File: src/core/crt_pkg.sv
// constants and carrier types for the capture/reload timer
package crt_pkg;
  // ------------------------------------------------------------
  // register addresses
  // ------------------------------------------------------------
  localparam logic [7:0] CRT_ADDR_CTRL = 8'hc8;
  localparam logic [7:0] CRT_ADDR_CAPL = 8'hca;
  localparam logic [7:0] CRT_ADDR_CAPH = 8'hcb;
  localparam logic [7:0] CRT_ADDR_CNTL = 8'hcc;
  localparam logic [7:0] CRT_ADDR_CNTH = 8'hcd;
  localparam logic [7:0] CRT_ADDR_CKDIV = 8'h8e;
  // ------------------------------------------------------------
  // field positions and reset values
  // ------------------------------------------------------------
  localparam int CRT_BIT_OVF = 7;
  localparam int CRT_BIT_EXF = 6;
  localparam int CRT_BIT_RXB = 5;
  localparam int CRT_BIT_TXB = 4;
  localparam int CRT_BIT_EXEN = 3;
  localparam int CRT_BIT_RUN = 2;
  localparam int CRT_BIT_CSRC = 1;
  localparam int CRT_BIT_CAPSEL = 0;
  localparam int CRT_BIT_CKDIV = 5;
  localparam logic [7:0] CRT_RST_BYTE = 8'h00;
  localparam logic [15:0] CRT_CNT_MAX = 16'hffff;
  localparam logic [15:0] CRT_CNT_ONE = 16'h0001;
  // ------------------------------------------------------------
  // timing
  // ------------------------------------------------------------
  localparam int CRT_DIV_SLOW = 12;
  localparam int CRT_DIV_BAUD = 2;
  localparam int CRT_UART_DIV = 16;
  // ------------------------------------------------------------
  // types
  // ------------------------------------------------------------
  typedef enum logic [1:0] {
    CRT_MODE_OFF = 2'b00,
    CRT_MODE_CAPTURE = 2'b01,
    CRT_MODE_RELOAD = 2'b10,
    CRT_MODE_BAUD = 2'b11
  } crt_mode_t;
  typedef struct packed {
    logic wr;
    logic rd;
    logic [7:0] addr;
    logic [7:0] wdata;
  } crt_sfr_req_t;
  typedef struct packed {
    logic rx_tick;
    logic tx_tick;
  } crt_baud_t;
endpackage

File: src/core/crt_timer.sv
// 16-bit capture / auto-reload / baud-rate timer with register port
//
// Contract
// - trigger fall in capture copies counter
// - clear count source: system_clock/1 or /12 else pin
// - rollover outside baud mode sets overflow flag and interrupt
// - capture needs select and run; trigger enable
// - reload mode overflow loads capture registers
// - enabled trigger fall reloads in reload mode
// - trigger capture/reload sets external edge flag
// - flags cleared only by software write
// - baud selects force reload, ignore capture select
// - baud overflow reloads, no flag, pulses uart
// - rx and tx baud selects chosen independently
// - uart divides overflow pulses by sixteen
// - baud mode internal tick is system_clock/2
// - pin-clocked baud: pin freq over 16(65536-reload)
// - baud mode trigger fall sets edge flag
// - run clear holds count, set enables
// - capture registers hold reload outside capture
// - divide select: 0 is /12, 1 undivided
`timescale 1ns/1ps
`default_nettype none
module crt_timer #(
  parameter int DIV_SLOW = crt_pkg::CRT_DIV_SLOW,
  parameter int DIV_BAUD = crt_pkg::CRT_DIV_BAUD
) (
  // clock and reset
  input wire logic clk_sys,
  input wire logic nrst,
  // special function register port
  input wire crt_pkg::crt_sfr_req_t sfr_req,
  output logic [7:0] sfr_rdata,
  // external pins
  input wire logic count_input_pin,
  input wire logic trigger_pin,
  // interrupt request and uart shift clock pulses
  output logic timer_irq,
  output var crt_pkg::crt_baud_t baud_tick
);
  import crt_pkg::*;

  // ------------------------------------------------------------
  // elaboration checks
  // ------------------------------------------------------------
  localparam int PW = $clog2(DIV_SLOW > 1 ? DIV_SLOW : 2);
  if (DIV_SLOW < 2 || DIV_BAUD < 2 || DIV_BAUD > DIV_SLOW) begin : g_chk
    $error("crt_timer: prescale divisors out of range");
  end
  localparam logic [PW-1:0] PRE_SLOW_LAST = PW'(DIV_SLOW - 1);
  localparam logic [PW-1:0] PRE_BAUD_LAST = PW'(DIV_BAUD - 1);
  localparam logic [PW-1:0] PRE_ZERO = '0;
  localparam logic [PW-1:0] PRE_ONE = PW'(1);

  // ------------------------------------------------------------
  // pin synchronisers
  // ------------------------------------------------------------
  logic count_fall;
  logic trig_fall;

  crt_edge_sync u_count_sync (
    .clk_sys(clk_sys),
    .nrst(nrst),
    .pin(count_input_pin),
    .fall(count_fall)
  );

  crt_edge_sync u_trig_sync (
    .clk_sys(clk_sys),
    .nrst(nrst),
    .pin(trigger_pin),
    .fall(trig_fall)
  );

  // ------------------------------------------------------------
  // state
  // ------------------------------------------------------------
  logic [7:0] timer_control;
  logic [7:0] capture_reload_low;
  logic [7:0] capture_reload_high;
  logic [15:0] count;
  logic clock_divide_select;
  logic [PW-1:0] pre;
  logic [7:0] next_timer_control;
  logic [7:0] next_capture_reload_low;
  logic [7:0] next_capture_reload_high;
  logic [15:0] next_count;
  logic next_clock_divide_select;
  logic [PW-1:0] next_pre;
  logic [7:0] next_rdata;
  logic next_irq;
  crt_baud_t next_baud;

  // ------------------------------------------------------------
  // mode decode
  // ------------------------------------------------------------
  logic overflow_flag;
  logic external_edge_flag;
  logic rx_baud_select;
  logic tx_baud_select;
  logic external_trigger_enable;
  logic run_control;
  logic count_source_select;
  logic capture_reload_select;
  crt_mode_t mode;

  assign overflow_flag = timer_control[CRT_BIT_OVF];
  assign external_edge_flag = timer_control[CRT_BIT_EXF];
  assign rx_baud_select = timer_control[CRT_BIT_RXB];
  assign tx_baud_select = timer_control[CRT_BIT_TXB];
  assign external_trigger_enable = timer_control[CRT_BIT_EXEN];
  assign run_control = timer_control[CRT_BIT_RUN];
  assign count_source_select = timer_control[CRT_BIT_CSRC];
  assign capture_reload_select = timer_control[CRT_BIT_CAPSEL];

  always_comb begin
    if (!run_control) begin
      mode = CRT_MODE_OFF;
    end else if (rx_baud_select || tx_baud_select) begin
      mode = CRT_MODE_BAUD;
    end else if (capture_reload_select) begin
      mode = CRT_MODE_CAPTURE;
    end else begin
      mode = CRT_MODE_RELOAD;
    end
  end

  // ------------------------------------------------------------
  // next-state logic
  // ------------------------------------------------------------
  logic tick;
  logic trig_hit;
  logic roll;
  logic set_ovf;
  logic set_exf;
  logic reload;
  logic sw_ctrl;
  logic [PW-1:0] pre_last;

  always_comb begin
    next_timer_control = timer_control;
    next_capture_reload_low = capture_reload_low;
    next_capture_reload_high = capture_reload_high;
    next_count = count;
    next_clock_divide_select = clock_divide_select;
    next_pre = pre;
    next_baud = '0;
    tick = 1'b0;
    set_ovf = 1'b0;
    set_exf = 1'b0;
    reload = 1'b0;
    sw_ctrl = sfr_req.wr && (sfr_req.addr == CRT_ADDR_CTRL);
    // baud mode fixes /2; divide select only matters as a timer
    if (mode == CRT_MODE_BAUD) begin
      pre_last = PRE_BAUD_LAST;
    end else begin
      pre_last = PRE_SLOW_LAST;
    end
    // prescaler keeps running so the tick grid stays regular
    if (pre >= pre_last) begin
      next_pre = PRE_ZERO;
    end else begin
      next_pre = pre + PRE_ONE;
    end
    case (mode)
      CRT_MODE_OFF: begin
        tick = 1'b0;
      end
      CRT_MODE_BAUD: begin
        // pin-clocked rate is pin frequency over 16 times the span
        tick = count_source_select ? count_fall : (pre >= pre_last);
      end
      CRT_MODE_CAPTURE, CRT_MODE_RELOAD: begin
        if (count_source_select) begin
          tick = count_fall;
        end else if (clock_divide_select) begin
          tick = 1'b1;
        end else begin
          tick = (pre >= pre_last);
        end
      end
      default: begin
        tick = 1'b0;
      end
    endcase
    roll = tick && (count == CRT_CNT_MAX);
    trig_hit = trig_fall && external_trigger_enable &&
               (mode != CRT_MODE_OFF);
    // count path
    if (tick) begin
      next_count = count + CRT_CNT_ONE;
    end
    case (mode)
      CRT_MODE_CAPTURE: begin
        if (roll) begin
          set_ovf = 1'b1;
        end
        if (trig_hit) begin
          next_capture_reload_high = next_count[15:8];
          next_capture_reload_low = next_count[7:0];
          set_exf = 1'b1;
        end
      end
      CRT_MODE_RELOAD: begin
        if (roll) begin
          set_ovf = 1'b1;
          reload = 1'b1;
        end
        if (trig_hit) begin
          reload = 1'b1;
          set_exf = 1'b1;
        end
      end
      CRT_MODE_BAUD: begin
        if (roll) begin
          reload = 1'b1;
          next_baud.rx_tick = rx_baud_select;
          next_baud.tx_tick = tx_baud_select;
        end
        if (trig_hit) begin
          set_exf = 1'b1;
        end
      end
      default: begin
        reload = 1'b0;
      end
    endcase
    // software writes to the byte registers
    if (sfr_req.wr) begin
      case (sfr_req.addr)
        CRT_ADDR_CAPL: begin
          next_capture_reload_low = sfr_req.wdata;
        end
        CRT_ADDR_CAPH: begin
          next_capture_reload_high = sfr_req.wdata;
        end
        CRT_ADDR_CNTL: begin
          next_count[7:0] = sfr_req.wdata;
        end
        CRT_ADDR_CNTH: begin
          next_count[15:8] = sfr_req.wdata;
        end
        CRT_ADDR_CKDIV: begin
          next_clock_divide_select = sfr_req.wdata[CRT_BIT_CKDIV];
        end
        default: begin
          next_clock_divide_select = clock_divide_select;
        end
      endcase
    end
    // reload uses the held value (a same-cycle software write loses)
    if (reload) begin
      next_count = {capture_reload_high, capture_reload_low};
    end
    if (sw_ctrl) begin
      next_timer_control = sfr_req.wdata;
    end
    // hardware set wins over a software clear in the same cycle
    if (set_ovf) begin
      next_timer_control[CRT_BIT_OVF] = 1'b1;
    end
    if (set_exf) begin
      next_timer_control[CRT_BIT_EXF] = 1'b1;
    end
    next_irq = next_timer_control[CRT_BIT_OVF] |
               next_timer_control[CRT_BIT_EXF];
  end

  // ------------------------------------------------------------
  // read data
  // ------------------------------------------------------------
  always_comb begin
    next_rdata = sfr_rdata;
    if (sfr_req.rd) begin
      case (sfr_req.addr)
        CRT_ADDR_CTRL: next_rdata = timer_control;
        CRT_ADDR_CAPL: next_rdata = capture_reload_low;
        CRT_ADDR_CAPH: next_rdata = capture_reload_high;
        CRT_ADDR_CNTL: next_rdata = count[7:0];
        CRT_ADDR_CNTH: next_rdata = count[15:8];
        CRT_ADDR_CKDIV: begin
          next_rdata = CRT_RST_BYTE;
          next_rdata[CRT_BIT_CKDIV] = clock_divide_select;
        end
        default: next_rdata = CRT_RST_BYTE;
      endcase
    end
  end

  // ------------------------------------------------------------
  // registers
  // ------------------------------------------------------------
  always_ff @(posedge clk_sys or negedge nrst) begin
    if (!nrst) begin
      timer_control <= CRT_RST_BYTE;
      capture_reload_low <= CRT_RST_BYTE;
      capture_reload_high <= CRT_RST_BYTE;
      count <= '0;
      clock_divide_select <= 1'b0;
      pre <= PRE_ZERO;
      sfr_rdata <= CRT_RST_BYTE;
      timer_irq <= 1'b0;
      baud_tick <= '0;
    end else begin
      timer_control <= next_timer_control;
      capture_reload_low <= next_capture_reload_low;
      capture_reload_high <= next_capture_reload_high;
      count <= next_count;
      clock_divide_select <= next_clock_divide_select;
      pre <= next_pre;
      sfr_rdata <= next_rdata;
      timer_irq <= next_irq;
      baud_tick <= next_baud;
    end
  end
endmodule // crt_timer
`default_nettype wire

File: src/core/crt_edge_sync.sv
// two-stage synchroniser with falling-edge pulse
`timescale 1ns/1ps
`default_nettype none
module crt_edge_sync (
  // clock and reset
  input wire logic clk_sys,
  input wire logic nrst,
  // pin and event
  input wire logic pin,
  output logic fall
);
  logic meta;
  logic sync;
  logic last;
  logic next_fall;

  // meta feeds only sync; edge compares sync with last
  always_comb begin
    next_fall = last & ~sync;
  end

  always_ff @(posedge clk_sys or negedge nrst) begin
    if (!nrst) begin
      meta <= 1'b1;
      sync <= 1'b1;
      last <= 1'b1;
      fall <= 1'b0;
    end else begin
      meta <= pin;
      sync <= meta;
      last <= sync;
      fall <= next_fall;
    end
  end
endmodule // crt_edge_sync
`default_nettype wire

File: config.mk
export PLATFORM = sky130hd
export DESIGN_NAME = crt_timer
export DESIGN_NICKNAME = d
export VERILOG_FILES = /design/src/core/crt_pkg.sv /design/src/core/crt_timer.sv /design/src/core/crt_edge_sync.sv
export SDC_FILE = /design/constraint.sdc
export NUM_CORES = 1
export LEC_CHECK = 0
export ABC_CLOCK_PERIOD_IN_PS = 6830
export BUFFER_PORTS_ARGS = -buffer_cell sky130_fd_sc_hd__buf_4
export CORE_MARGIN = 2
export CORE_UTILIZATION = 30
export DETAILED_ROUTE_END_ITERATION = 10
export PLACE_DENSITY = 0.52
export SLEW_MARGIN = 25
export SYNTH_ARGS = -nofsm -noshare
export SYNTH_HDL_FRONTEND = slang
export SYNTH_SLANG_ARGS = --single-unit
File: constraint.sdc
create_clock -name clk_sys -period 6.83 [get_ports clk_sys]
set_input_delay 1.366 -clock clk_sys [delete_from_list [all_inputs] [get_ports clk_sys]]
set_output_delay 1.366 -clock clk_sys [all_outputs]
set_load 0.1 [all_outputs]
==> results of run 1 <==
[final cells by class]
class	instances	area, sq um
multi-input cells	284	2100
fillers	1341	8090
clock inverters	7	55.1
inverters	17	63.8
well taps	172	215
clock buffers	9	225
repair buffers	35	263
flip-flops and latches	64	1610
[cell usage after synthesis (8+ instances only)]
library cell / count / area, sq um
o22ai_1: 9 / 56.3
nand2_1: 18 / 67.6
mux2_4: 10 / 150
a31oi_1: 15 / 93.8
nand4_1: 10 / 62.6
clkbuf_1: 12 / 45.0
dfrtp_1: 58 / 1450
o21ai_0: 20 / 100
ha_1: 8 / 100
mux2i_1: 8 / 80.1
o31ai_1: 9 / 67.6
nor3_1: 15 / 75.1
o31a_1: 9 / 78.8
inv_1: 17 / 63.8
nor2_1: 27 / 101
nand3_1: 10 / 50.1
mux2_2: 26 / 293
a22oi_1: 8 / 60.1
nand2b_1: 8 / 50.1
[report_power, final]
| part | switching [uW] | internal [uW] |
|---|---|---|
| Combinational | 103 | 67.1 |
| Clock | 187 | 249 |
| Sequential | 31.6 | 411 |
[registers in the layout (all words and copies together), names as in the netlist, 2 cells and up]
| register | count |
|---|---|
| count | 16 |
| capture_reload_high | 8 |
| capture_reload_low | 8 |
| sfr_rdata | 8 |
| timer_control | 8 |
| pre | 4 |
| baud_tick | 2 |
[path summary, 6_finish.rpt]
check | slack (ns) | end | from
min reg2reg | 0.36 | u_trig_sync.sync$_DFF_PN1_ | u_trig_sync.meta$_DFF_PN1_
max reg2reg | 3.30 | count[4]$_DFF_PN0_ | timer_control[5]$_DFFE_PN0P_
max | 3.30 | count[4]$_DFF_PN0_ | timer_control[5]$_DFFE_PN0P_
min in group asynchronous | 1.13 | sfr_rdata[6]$_DFFE_PN0P_ | nrst
max in group asynchronous | 5.13 | count[2]$_DFF_PN0_ | nrst
min | 0.36 | u_trig_sync.sync$_DFF_PN1_ | u_trig_sync.meta$_DFF_PN1_
[stage by stage]
step	instances	instance area (sq um)	hold WS (ns)	power [uW]	setup WS, ns
floorplan	387	3870	0.345	573	3.90
global placement	572	4230	0.348	613	2.61
detailed placement	572	4240	0.347	619	2.85
CTS	588	4520	0.359	1060	3.23
global route	588	4530	0.367	1100	3.09
finish	588	4530	0.357	1050	3.30
[metal layers]
layer	GRT usage, %	routed length, um	share of wire (%)	up-vias
met4	4.37	151	1.4	0
met3	3.44	580	5.3	13
met5	0	0	0	-
li1	-	-	-	1505
met2	25.2	5050	46	93
met1	23.0	5210	47	1599
[logic make-up (layout without fill, tap and decap cells)]
family / Yosys count / in the layout / synth area share (%)
muxes: 44 / 44 / 13.5
DFF: 64 / 64 / 41.5
AOI/OAI and AO/OA: 96 / 96 / 17.3
buffers and inverters: 39 / 68 / 4.68
and+or+nand+nor: 132 / 132 / 19.4
adders and majority gates: 8 / 8 / 2.58
xor gates and xnor gates: 4 / 4 / 0.905
[cell usage in the layout, fill, tap and decap left out, types with 4 or more instances in the layout]
| master | netlist | final |
|---|---|---|
| nand3_1 | 10 | 10 |
| nand2_1 | 18 | 18 |
| o31a_1 | 9 | 9 |
| dfrtp_1 | 58 | 58 |
| a31oi_1 | 15 | 15 |
| nor2b_1 | 4 | 4 |
| o22a_1 | 7 | 7 |
| nand2b_1 | 8 | 8 |
| o21a_1 | 4 | 4 |
| nor3_1 | 15 | 13 |
| nand4_1 | 10 | 10 |
| ha_1 | 8 | 8 |
| mux2_2 | 26 | 26 |
| dfstp_2 | 6 | 6 |
| buf_4 | 0 | 35 |
| inv_1 | 17 | 17 |
| o22ai_1 | 9 | 9 |
| and3_1 | 4 | 4 |
| a22oi_1 | 8 | 8 |
| clkbuf_16 | 0 | 9 |
| o31ai_1 | 9 | 9 |
| mux2i_1 | 8 | 8 |
| o21ai_0 | 20 | 20 |
| or4_1 | 7 | 7 |
| mux2_4 | 10 | 10 |
| nor2_1 | 27 | 27 |
| and2_1 | 7 | 7 |
==> qor.csv, run 1 <==
metric;value;unit
status;completed;
grt_pass1_vias;3148;
fin_worst_skew;0.00845;ns
first_iter_violations;236;
yosysWarnings;0;
clock_latency;0.33;ns
routedWlPerCell;18.7;um
setup_tns;0;ns
synth_cell_types;55;
numCtsBuffers;9;
worst_pin_slew;0.937;ns
die_y;118;um
hpwl;7.61;mm
syn_area;3870;sq um
cts_max_path_buffers;2;
grt_pass1_wl;17.6;mm
crit_chain;o31a_1 -> ha_1 -> ha_1 -> a211oi_1 -> o221a_1 -> buf_4 -> nor3_1 -> o22ai_2 -> buf_4 -> mux2_2;
synth_fp_nets;417;
drive_above_1_share;24.8;%
period_minus_slack;3.53;ns
cp.arrival;3.74;ns
firstDrtPassIters;5;
powerDensity;232;nW/um^2
root_buffer;clkbuf_16;
core;12600;sq um
critPathTopFamily;compound AO/OA/AOI/OAI gates;
via_count;3210;
async_flop_share;100;%
antenna_found_initial;0;
hold_buffers;0;
nets;441;
clock-sinks;64;
track_usage;16.3;%
htree_levels;3;
syn_inst;387;
rsz0062_at_grt;no;
synthFlopType;dfrtp_1;
rr_worst_depth;10;
endpoint_kind;register;
dieArea;13800;sq um
setup_viol;0;
cts_tree;done;
grt_max_degree;65;
criticalPathCategory;register to register;
synth_edf_count;0;
synth_seq_cells;64;
diodes;0;
grt-ovfl-total;0;
die_w;118;um
slew_viol_final;0;
hold_class;register to register;
cp.required;7.05;ns
gp_congestion;0.837;
io_buffers;32;
crit_cells;10;
ioPinCount;33;
initial_utilization;30.7;%
synth_area_per_cell;10.0;sq um
timing.max_cap.violations;0;
worst_slew_margin_rel;37.6;%
postCtsSetupBuffers;0;
routed_via_density;5.46;
leakagePower;0.00196;uW
critPathLaunchType;register;
detail-route-antenna-nets;0;
final_util;35.9;%
finalWirelength;11.0;mm
drcViolationCount;0;
post_cts_resized;0;
fin_crit_sh;51.6;%
max_freq;284;MHz
ir_drop;0.000122;V
synth-seq-area-share;41.5;%
path_clk_slew;0.06;ns
hold_depth;0;
cp_slowest_cell;dfrtp_1;
critPathMaxStageDelay;0.43;ns
area_growth;17.0;%
num_rows;41;
path_max_fanout;36;
cp_num_buf_inv;2;
hold_viol;0;
No activity file was read; power rests on OpenSTA's default activity.
==> inputs of run 2 (changes only) <==
--- a/config.mk
+++ b/config.mk
@@ -5,7 +5,7 @@
 export SDC_FILE = /design/constraint.sdc
 export NUM_CORES = 1
 export LEC_CHECK = 0
-export ABC_CLOCK_PERIOD_IN_PS = 6830
+export ABC_CLOCK_PERIOD_IN_PS = 3420
 export BUFFER_PORTS_ARGS = -buffer_cell sky130_fd_sc_hd__buf_4
 export CORE_MARGIN = 2
 export CORE_UTILIZATION = 30
==> constraint.sdc (replaced) <==
create_clock -name clk_sys -period 3.42 [get_ports clk_sys]
set_input_delay 0.684 -clock clk_sys [delete_from_list [all_inputs] [get_ports clk_sys]]
set_output_delay 0.684 -clock clk_sys [all_outputs]
set_load 0.1 [all_outputs]
==> qor.csv, run 2 (same netlist as run 1, synthesis figures left out) <==
metric;value;unit;change
final_cell_mix;58 x dfrtp_1, 38 x buf_4, 27 x nor2_1;;
nets;446;;+1.1%
regToRegStartpoint;timer_control[5]$_DFFE_PN0P_;;
routed_via_density;5.36;;-1.8%
firstDrtPassIters;4;;-1
cp.required;3.64;ns;-3.41 ns
leakagePower;0.00200;uW;+2.2%
diodes;0;;unchanged
final_util;36.3;%;+0.45 points
worst_pin_slew;0.828;ns;-0.108 ns
num_rows;41;;unchanged
fin_worst_skew;0.00577;ns;-0.00268 ns
period_minus_slack;3.03;ns;-0.497 ns
grt_pass1_wl;17.3;mm;-1.7%
hold_viol;0;;unchanged
worst_slew_margin_rel;44.8;%;+7.2 points
track_usage;16.1;%;-0.20 points
status;completed;;
first_iter_violations;182;;-23%
htree_levels;3;;unchanged
powerDensity;462;nW/um^2;+99%
rr_worst_depth;9;;-1
area_growth;18.4;%;
io_buffers;32;;unchanged
root_buffer;clkbuf_16;;
reg2reg_slack;0.39;ns;-2.91 ns
hold_path_end;u_count_sync.sync$_DFF_PN1_;;
critPathLaunchType;register;;
ir_drop;0.000317;V;+160%
via_count;3180;;-0.93%
antenna_found_initial;0;;unchanged
dieArea;13800;sq um;unchanged
hp-start;u_count_sync.meta$_DFF_PN1_;;
slew_viol_final;0;;unchanged
cts_tree;done;;
post_cts_resized;0;;unchanged
path_max_fanout;34;;-5.6%
hold_depth;0;;unchanged
gp_congestion;0.868;;+3.8%
numCtsBuffers;9;;unchanged
criticalPathCategory;register to register;;
grt_max_degree;65;;unchanged
grt-ovfl-total;0;;unchanged
finalWirelength;10.7;mm;-2.4%
setup_viol;0;;unchanged
final_common_cell;dfrtp_1;;
drcViolationCount;0;;unchanged
fin_crit_sh;88.6;%;+37 points
grt_pass1_vias;3135;;-0.41%
die_w;118;um;unchanged
path_clk_slew;0.06;ns;about the same
fillers;1322;;-1.4%
max_freq;330;MHz;+16%
die_y;118;um;unchanged
cp.arrival;3.25;ns;-0.49 ns
hpwl;7.65;mm;+0.62%
top_register;count;;
rr_endpoint;count[5]$_DFF_PN0_;;
setup_tns;0;ns;unchanged
timing.max_cap.violations;0;;unchanged
detail-route-antenna-nets;0;;unchanged
largest_register_ffs;16;;unchanged
clock_latency;0.34;ns;about the same
clock-sinks;64;;unchanged
rsz0062_at_grt;no;;
hold_buffers;0;;unchanged
postCtsSetupBuffers;0;;unchanged
core;12600;sq um;unchanged
routedWlPerCell;18.1;um;-3.2%
power;2120;uW;+100%
hold_class;register to register;;
cts_max_path_buffers;2;;unchanged
ioPinCount;33;;unchanged
drive_above_1_share;24.9;%;+0.18 points
endpoint_kind;register;;
initial_utilization;30.7;%;unchanged
==> run 2: cell types whose count changed in the layout (fill, tap and decap cells not counted), moves of 2 or more <==
cell and change:
buf_4 +3, buf_12 +2, nor3_1 +2, nor3_2 -2
==> run 2: worst max-delay path by stage <==
stage                                             from                   to  cells after the start
final                     timer_control[5]$_DFFE_PN0P_   count[5]$_DFF_PN0_                      9
after global routing      timer_control[5]$_DFFE_PN0P_   count[5]$_DFF_PN0_                     12
after CTS                 timer_control[5]$_DFFE_PN0P_   count[2]$_DFF_PN0_                      9
after detailed placement  timer_control[5]$_DFFE_PN0P_   count[2]$_DFF_PN0_                      9
after global placement    timer_control[5]$_DFFE_PN0P_   count[5]$_DFF_PN0_                      9
after floorplan           timer_control[5]$_DFFE_PN0P_  count[10]$_DFF_PN0_                     10
==> run 2: worst max-delay path: stages (launching register included) <==
cell,delay [ns]
dfrtp_1,0.41
o31a_1,0.36
ha_1,0.25
ha_1,0.28
a211oi_1,0.35
o221a_1,0.40
buf_12,0.22
nor4_1,0.08
o31a_1,0.29
mux2_4,0.25
==> run 2: power breakdown <==
part           switching, uW  internal [uW]  leakage [uW]
sequential              62.6            821      0.000848
clock                    367            520      0.000140
combinational            200            147       0.00101
==> run 2: area by class of cell <==
type	instances	area, sq um	share of cell area, %
multi-input combinational	284	2080	45.4
sequential	64	1610	35.1
timing repair buffer	40	325	7.09
clock buffer	10	239	5.21
tap	172	215	4.69
inverter	17	63.8	1.39
clock inverter	6	51.3	1.12
==> run 2: metrics by stage <==
step,setup slack (ns),area [sq um],hold slack [ns],instances
after global placement,0.456,4300,0.347,577
after detailed placement,0.396,4300,0.349,577
after global routing,0.196,4590,0.359,593
after floorplan,0.514,3870,0.345,387
after CTS,0.388,4590,0.358,593
final,0.391,4590,0.356,593
==> run 2: routing by layer <==
metal,wire (um),GRT usage (%)
met1,5280,22.3
met2,4920,24.5
met5,0,0
met3,407,4.26
met4,123,4.67
